### src/rtl/sscr_pkg.sv
// package for the serial port status and clock-rate block
// assumes a byte-wide register port and one system clock
package sscr_pkg;

	////////////////////////////////////////////////////////////////////////////////
	// register map
	localparam logic [7:0] ADDR_STATUS = 8'hBD;
	localparam logic [7:0] ADDR_INT_STAT = 8'hBE;
	localparam logic [7:0] ADDR_INT_MASK = 8'hBF;

	// field positions of the status register
	localparam int BIT_DONE = 7;
	localparam int BIT_COLL = 6;
	localparam int BIT_MODF = 5;
	localparam int BIT_BUSY = 4;
	localparam int BIT_SEL_DIS = 3;
	localparam int BIT_LSBF = 2;

	// event bits of the interrupt status and mask registers
	localparam int EVT_DONE = 0;
	localparam int EVT_COLL = 1;
	localparam int EVT_MODF = 2;
	localparam int EVT_W = 3;

	////////////////////////////////////////////////////////////////////////////////
	// reset values
	localparam logic [1:0] RATE_RST = 2'h0;
	localparam logic [EVT_W-1:0] INT_MASK_RST = 3'h0;
	localparam logic [7:0] RDATA_RST = 8'h00;

	// divider counter width needed for divide by 16
	localparam int DIV_CNT_W = 3;

	////////////////////////////////////////////////////////////////////////////////
	// status register layout
	typedef struct packed {
		logic done;
		logic coll;
		logic modf;
		logic busy;
		logic sel_dis;
		logic lsbf;
		logic [1:0] rate;
	} sscr_status_type;

	// one register access from the port
	typedef struct packed {
		logic [7:0] addr;
		logic [7:0] wdata;
		logic wr;
		logic rd;
	} sscr_bus_type;

endpackage

### src/rtl/sscr_top.sv
// serial port status flags and serial clock rate select
// assumes the shift engine supplies busy, done and data-write strobes on the system clock
//
// Our own choice: the address-and-strobe port.
module sscr_top (
	input wire logic CLK_I,
	input wire logic RST_I,
	input wire logic CE_I,
	input wire logic [7:0] ADDR_I,
	input wire logic [7:0] WDATA_I,
	input wire logic WR_I,
	input wire logic RD_I,
	output logic [7:0] RDATA_O,
	input wire logic SHIFT_BUSY_I,
	input wire logic XFER_DONE_I,
	input wire logic DATA_WR_I,
	input wire logic INT_VEC_ACK_I,
	input wire logic MASTER_I,
	input wire logic SS_N_I,
	input wire logic PEER_SCK_I,
	output logic SCK_O,
	output logic SCK_OE_O,
	output logic SHIFT_TICK_O,
	output logic SELECT_PIN_DISABLE_O,
	output logic LSB_FIRST_O,
	output logic IRQ_O
);

	////////////////////////////////////////////////////////////////////////////////
	// state
	logic [1:0] rate_ff;
	logic sel_dis_ff;
	logic lsbf_ff;
	logic done_ff;
	logic coll_ff;
	logic modf_ff;
	logic [sscr_pkg::EVT_W-1:0] int_stat_ff;
	logic [sscr_pkg::EVT_W-1:0] int_mask_ff;
	logic irq_ff;
	logic [7:0] rdata_ff;
	logic sck_oe_ff;
	logic peer_sck_ff;
	logic tick_ff;
	logic div_sck;
	logic div_rise;

	sscr_pkg::sscr_bus_type bus;
	sscr_pkg::sscr_status_type status_view;

	assign bus.addr = ADDR_I;
	assign bus.wdata = WDATA_I;
	assign bus.wr = WR_I;
	assign bus.rd = RD_I;

	////////////////////////////////////////////////////////////////////////////////
	// address decode
	wire wr_status = bus.wr && (bus.addr == sscr_pkg::ADDR_STATUS);
	wire wr_int_stat = bus.wr && (bus.addr == sscr_pkg::ADDR_INT_STAT);
	wire wr_int_mask = bus.wr && (bus.addr == sscr_pkg::ADDR_INT_MASK);
	wire rd_status = bus.rd && (bus.addr == sscr_pkg::ADDR_STATUS);
	wire rd_int_stat = bus.rd && (bus.addr == sscr_pkg::ADDR_INT_STAT);
	wire rd_int_mask = bus.rd && (bus.addr == sscr_pkg::ADDR_INT_MASK);

	////////////////////////////////////////////////////////////////////////////////
	// flag events; in each flag a set beats a clear arriving in the same cycle
	wire done_set = XFER_DONE_I;
	wire done_clr = INT_VEC_ACK_I || (wr_status && !bus.wdata[sscr_pkg::BIT_DONE]);
	wire coll_set = DATA_WR_I && SHIFT_BUSY_I;
	wire coll_clr = (DATA_WR_I && !SHIFT_BUSY_I) || (wr_status && !bus.wdata[sscr_pkg::BIT_COLL]);
	wire modf_set = MASTER_I && !sel_dis_ff && !SS_N_I;
	wire modf_clr = wr_status && !bus.wdata[sscr_pkg::BIT_MODF];

	wire nxt_done = done_set || (done_ff && !done_clr);
	wire nxt_coll = coll_set || (coll_ff && !coll_clr);
	wire nxt_modf = modf_set || (modf_ff && !modf_clr);

	// writing a one to a flag bit leaves it alone; only zero clears
	wire [1:0] nxt_rate = wr_status ? bus.wdata[1:0] : rate_ff;
	wire nxt_sel_dis = wr_status ? bus.wdata[sscr_pkg::BIT_SEL_DIS] : sel_dis_ff;
	wire nxt_lsbf = wr_status ? bus.wdata[sscr_pkg::BIT_LSBF] : lsbf_ff;

	////////////////////////////////////////////////////////////////////////////////
	// interrupt status: sticky, write one to clear, set wins
	wire [sscr_pkg::EVT_W-1:0] evt_vec = {modf_set, coll_set, done_set};
	wire [sscr_pkg::EVT_W-1:0] int_clr = wr_int_stat ? bus.wdata[sscr_pkg::EVT_W-1:0] : '0;
	wire [sscr_pkg::EVT_W-1:0] nxt_int_stat = evt_vec | (int_stat_ff & ~int_clr);
	wire [sscr_pkg::EVT_W-1:0] nxt_int_mask = wr_int_mask ? bus.wdata[sscr_pkg::EVT_W-1:0] : int_mask_ff;
	wire nxt_irq = |(nxt_int_stat & nxt_int_mask);

	////////////////////////////////////////////////////////////////////////////////
	// read mux; data stand only in the cycle after the strobe, unmapped reads zero
	assign status_view.done = done_ff;
	assign status_view.coll = coll_ff;
	assign status_view.modf = modf_ff;
	assign status_view.busy = SHIFT_BUSY_I;
	assign status_view.sel_dis = sel_dis_ff;
	assign status_view.lsbf = lsbf_ff;
	assign status_view.rate = rate_ff;

	wire [7:0] int_stat_rd = {{(8-sscr_pkg::EVT_W){1'b0}}, int_stat_ff};
	wire [7:0] int_mask_rd = {{(8-sscr_pkg::EVT_W){1'b0}}, int_mask_ff};
	wire [7:0] nxt_rdata = rd_status ? status_view :
		rd_int_stat ? int_stat_rd :
		rd_int_mask ? int_mask_rd : sscr_pkg::RDATA_RST;

	////////////////////////////////////////////////////////////////////////////////
	// serial clock: divider drives the pin in master mode only
	sscr_clk_div #(
		.CNT_W(sscr_pkg::DIV_CNT_W)
	) i_sscr_clk_div (
		.clk_i(CLK_I),
		.rst_i(RST_I),
		.ce_i(CE_I),
		.en_i(MASTER_I),
		.rate_i(rate_ff),
		.sck_o(div_sck),
		.rise_o(div_rise)
	);

	// peer clock is taken as synchronous; its rising edge times the shifter as slave
	wire peer_rise = PEER_SCK_I && !peer_sck_ff;
	wire nxt_tick = MASTER_I ? div_rise : peer_rise;

	////////////////////////////////////////////////////////////////////////////////
	always_ff @(posedge CLK_I or posedge RST_I) begin
		if (RST_I) begin
			rate_ff <= sscr_pkg::RATE_RST;
			sel_dis_ff <= 1'b0;
			lsbf_ff <= 1'b0;
			done_ff <= 1'b0;
			coll_ff <= 1'b0;
			modf_ff <= 1'b0;
		end else if (CE_I) begin
			rate_ff <= nxt_rate;
			sel_dis_ff <= nxt_sel_dis;
			lsbf_ff <= nxt_lsbf;
			done_ff <= nxt_done;
			coll_ff <= nxt_coll;
			modf_ff <= nxt_modf;
		end
	end

	always_ff @(posedge CLK_I or posedge RST_I) begin
		if (RST_I) begin
			int_stat_ff <= '0;
			int_mask_ff <= sscr_pkg::INT_MASK_RST;
			irq_ff <= 1'b0;
			rdata_ff <= sscr_pkg::RDATA_RST;
		end else if (CE_I) begin
			int_stat_ff <= nxt_int_stat;
			int_mask_ff <= nxt_int_mask;
			irq_ff <= nxt_irq;
			rdata_ff <= nxt_rdata;
		end
	end

	always_ff @(posedge CLK_I or posedge RST_I) begin
		if (RST_I) begin
			sck_oe_ff <= 1'b0;
			peer_sck_ff <= 1'b0;
			tick_ff <= 1'b0;
		end else if (CE_I) begin
			sck_oe_ff <= MASTER_I;
			peer_sck_ff <= PEER_SCK_I;
			tick_ff <= nxt_tick;
		end
	end

	assign RDATA_O = rdata_ff;
	assign SCK_O = div_sck;
	assign SCK_OE_O = sck_oe_ff;
	assign SHIFT_TICK_O = tick_ff;
	assign SELECT_PIN_DISABLE_O = sel_dis_ff;
	assign LSB_FIRST_O = lsbf_ff;
	assign IRQ_O = irq_ff;
endmodule // sscr_top

### src/rtl/sscr_clk_div.sv
// serial clock divider: half period of 2**rate system clocks
// assumes rate is held steady by software while the divider is enabled
module sscr_clk_div #(
	parameter int CNT_W = sscr_pkg::DIV_CNT_W
) (
	input wire logic clk_i,
	input wire logic rst_i,
	input wire logic ce_i,
	input wire logic en_i,
	input wire logic [1:0] rate_i,
	output logic sck_o,
	output logic rise_o
);

	if (CNT_W < sscr_pkg::DIV_CNT_W) begin : g_bad_width
		$error("sscr_clk_div: CNT_W too small for divide by 16");
	end

	logic [CNT_W-1:0] cnt_ff;
	logic sck_ff;
	logic rise_ff;

	////////////////////////////////////////////////////////////////////////////////
	// rate 00..11 gives divide by 2, 4, 8, 16
	wire [CNT_W-1:0] one_w = {{(CNT_W-1){1'b0}}, 1'b1};
	wire [CNT_W-1:0] half_m1 = (one_w << rate_i) - one_w;
	wire at_end = (cnt_ff == half_m1);
	wire toggle = en_i && at_end;
	wire [CNT_W-1:0] nxt_cnt = (!en_i || at_end) ? '0 : cnt_ff + one_w;
	// idle low when disabled so the first edge after enable is a full half period
	wire nxt_sck = en_i ? (sck_ff ^ toggle) : 1'b0;
	wire nxt_rise = toggle && !sck_ff;

	always_ff @(posedge clk_i or posedge rst_i) begin
		if (rst_i) begin
			cnt_ff <= '0;
			sck_ff <= 1'b0;
			rise_ff <= 1'b0;
		end else if (ce_i) begin
			cnt_ff <= nxt_cnt;
			sck_ff <= nxt_sck;
			rise_ff <= nxt_rise;
		end
	end

	assign sck_o = sck_ff;
	assign rise_o = rise_ff;
endmodule // sscr_clk_div

### config.mk
export PLATFORM = sky130hd
export DESIGN_NAME = sscr_top
export DESIGN_NICKNAME = d
export VERILOG_FILES = /design/src/rtl/sscr_pkg.sv /design/src/rtl/sscr_top.sv /design/src/rtl/sscr_clk_div.sv
export SDC_FILE = /design/constraint.sdc
export NUM_CORES = 1
export LEC_CHECK = 0
export BUFFER_PORTS_ARGS = -buffer_cell sky130_fd_sc_hd__buf_2
export CAP_MARGIN = 20
export CORE_MARGIN = 3
export CORE_UTILIZATION = 46
export DETAILED_ROUTE_END_ITERATION = 16
export PLACE_DENSITY = 0.74
export SLEW_MARGIN = 20
export SYNTH_ARGS = -nofsm -noshare
export SYNTH_HDL_FRONTEND = slang
export SYNTH_SLANG_ARGS = --single-unit
### constraint.sdc
create_clock -name CLK_I -period 1.29 [get_ports CLK_I]
set_input_delay 0.129 -clock CLK_I [delete_from_list [all_inputs] [get_ports CLK_I]]
set_output_delay 0.129 -clock CLK_I [all_outputs]
set_load 0.02 [all_outputs]
==> impl_metrics.csv <==
group,metric,value,unit
timing,hold-worst-slack,0.0384,ns
die,start_util,49.3,%
synth,synth_seq_area_share,49.1,%
finish,antenna_cells,0,
timing,worst_pin_slew,0.371,ns
timing,tns,-0.121,ns
setup_path,cp.arrival,1.57,ns
placed_design,place.gp.congestion,0.922,
setup_path,start_kind,"flop",
cts,cts_buffers,5,
power,leakage,0.989,nW
synth,synth-edff-count,0,
global_route,gr-total-overflow,0,
timing,slew_headroom,75.3,%
die,dieArea,4050,µm²
timing,period_share,104,%
setup_path,path_class,"flop to flop",
routing,wl_per_cell,12.7,µm
routing,ant_nets,0,
min_path,hold_path.class,"primary input to flop",
synth,yosysTopAreaCell,"dfrtp_1",
die,core_area,3100,µm²
global_route,grt_pass1_vias,1404,
routing,first_pass_iters,4,
synth,synth_nets,189,
cts,clock_path_buffers,2,
setup_path,crit_required,1.52,ns
setup_path,cpPeakStageDelay,0.42,ns
power,clkPwrFrac,31.0,%
global_route,gr-usage-all-layers,18.3,%
power,p_sw,0.507,mW
setup_path,cp_slowest_cell,"dfrtp_1",
placed_design,placed_cell_area,1860,µm²
synth,syn_inst,159,
routing,drtIter0Drc,49,
power,ir_drop,0.665,mV
synth,synth_flop_cell,"dfrtp_1",
die,io_pins,42,
finish,fin_util,63.7,%
power,power_switching_share,27.0,%
timing,fin_skew,0.0154,ns
synth,netlist_area,1530,µm²
cts,path_clk_slew,0.10,ns
timing,maxSlewViolCount,0,
run,drv_cap,0,
finish,stdcell_area,1980,µm²
finish,fin_cells,262,
placed_design,dpl.cell_count,249,
timing,finalSetupViolCount,4,
global_route,grt_start_max_net_pins,40,
cts,cts.sinks,30,
synth,async_flop_share,100,%
routing,vias,1370,
finish,final_layout_size_suffix_gt1_share,36.7,%
timing,fin_ws,-0.0515,ns
synth,yosysMostFrequentCell,"dfrtp_1",
power,seq_power_share,53.7,%
placed_design,dp_hpwl,2610,µm
timing,max_freq,0.745,GHz
synth,synth_area_leaders,"dfrtp_1, mux2_2, o21ai_0",
routing,drc,0,
placed_design,place.port_buffers,40,
power,intPower,1.37,mW
setup_path,worst_setup_path_end_kind,"flop",
setup_path,critPathMaxFanout,3,
synth,avgSynthCellArea,9.62,µm²
die,rows,20,
synth,synth.distinct_cells,37,
finish,fin_nets,247,
power,p_per_area,948,nW/µm²
finish,final.fill_count,288,
cts,htree_levels,2,
outcome,violations,"negative setup slack",
finish,area_delta_synth_final,29.3,%
global_route,grt_antenna_before_repair,0,
outcome,status,"finished, violations left",
cts,root_buffer,"clkbuf_4",
setup_path,reg2reg_slack,-0.05,ns
synth,ys_warn_count,0,
routing,wirelength,3330,µm
timing,rsz0062_at_grt,"true",
global_route,grt_pass1_wl,5860,µm
timing,finalCriticalPeriod,1.34,ns
power,pwr-share-comb,15.3,%
cts,cts_tree,"yes",
die,die_w,63.7,µm
timing,hold_viol,0,
cts,insertion_delay,0.33,ns
setup_path,crit_chain,"and2_1 > o21ai_1 > a21boi_1 > ha_2 > mux2_2",
synth,synth_top_area_share,49.1,%
synth,synth_commonest_cells,"dfrtp_1, nand2_1, o21ai_0, inv_1, nand3_1",
synth,ys_ff_latch,30,
die,die_h,63.7,µm
routing,viasPerCell,5.23,
[cell type report]
type	count	area [µm²]	share of cell area, %
inverters	16	60.1	3.04
well taps	44	55.1	2.78
repair buffers	56	338	17.1
clock inverters	2	12.5	0.633
multi-input cells	108	711	35.9
clock buffers	6	51.3	2.59
flip-flops and latches	30	751	38.0
[placed cells by master (no fill, tap or decap), drive strengths merged, types with 2 or more instances in the layout]
cell type,instances
buf,54
dfrtp,30
nand2,20
o21ai,18
inv,16
nand3,11
mux2,10
nor2,8
clkbuf,6
nor3,5
mux2i,4
a21oi,3
o22ai,3
and2,2
nand4,2
o211ai,2
dlygate4sd3,2
ha,2
[repair_timing]
| action | in CTS | in global routing |
|---|---|---|
| pin swaps | 6 | 5 |
| buffers inserted | 3 | 0 |
| hold endpoints to repair | 31 | 0 |
| hold buffers | 2 | 0 |
| endpoints found under the setup margin | 4 | 6 |
| resized for setup | 3 | 2 |
[state kept, by name (all words and copies together), names as in the netlist, 2 cells and up]
name and cells:
rate_ff 2, RDATA_O 8, i_sscr_clk_div.cnt_ff 3, int_stat_ff 3, int_mask_ff 3
[power groups by stage]
stage	Clock (mW)	Combinational, mW	Sequential [mW]
2_1_floorplan	0	0.136	1.04
3_3_place_gp	0	0.266	1.02
3_5_place_dp	0	0.276	1.02
4_1_cts	0.610	0.285	1.01
5_1_grt	0.655	0.322	1.01
6_report	0.582	0.286	1.01
[through the flow]
| step | power (mW) | setup slack, ns |
|---|---|---|
| after detailed placement | 1.30 | -0.0706 |
| after global routing | 1.99 | -0.146 |
| after floorplan | 1.18 | -0.0129 |
| after global placement | 1.29 | -0.0433 |
| final | 1.88 | -0.0515 |
| after CTS | 1.90 | -0.0836 |
[kinds of logic after synthesis]
family	Yosys count	synth area share, %
compound gates	36	14.4
fa+ha+maj	2	1.64
simple gates	55	19.1
buf+inv	21	5.23
flops	30	49.1
xor+xnor	1	0.572
mux	14	9.98
[path summary, 6_finish.rpt]
kind / startpoint / to / depth (start not counted)
max: rate_ff[0] / i_sscr_clk_div.rise_o / 5
min: SHIFT_BUSY_I / RDATA_O[4] / 3
max reg2reg: rate_ff[0] / i_sscr_clk_div.rise_o / 5
min reg2reg: modf_ff / RDATA_O[5] / 2
max in group asynchronous: RST_I / int_mask_ff[1] / 4
min in group asynchronous: RST_I / RDATA_O[3] / 4
[worst max-delay path: cells and delay by family (launching register included)]
kind,cells,cell delay [ns]
adders and majority gates,1,0.16
and+or+nand+nor,1,0.17
AOI/OAI and AO/OA,2,0.25
muxes,1,0.25
DFF,1,0.42
[layer usage]
metal | vias up | track usage, % | wire (µm)
li1 | 674 | - | -
met1 | 648 | 20.0 | 1320
met2 | 39 | 33.4 | 1770
met3 | 9 | 3.92 | 179
met4 | 0 | 8.09 | 65
met5 | - | 0 | 0
Note: power is estimated with default switching activity, not from simulation.
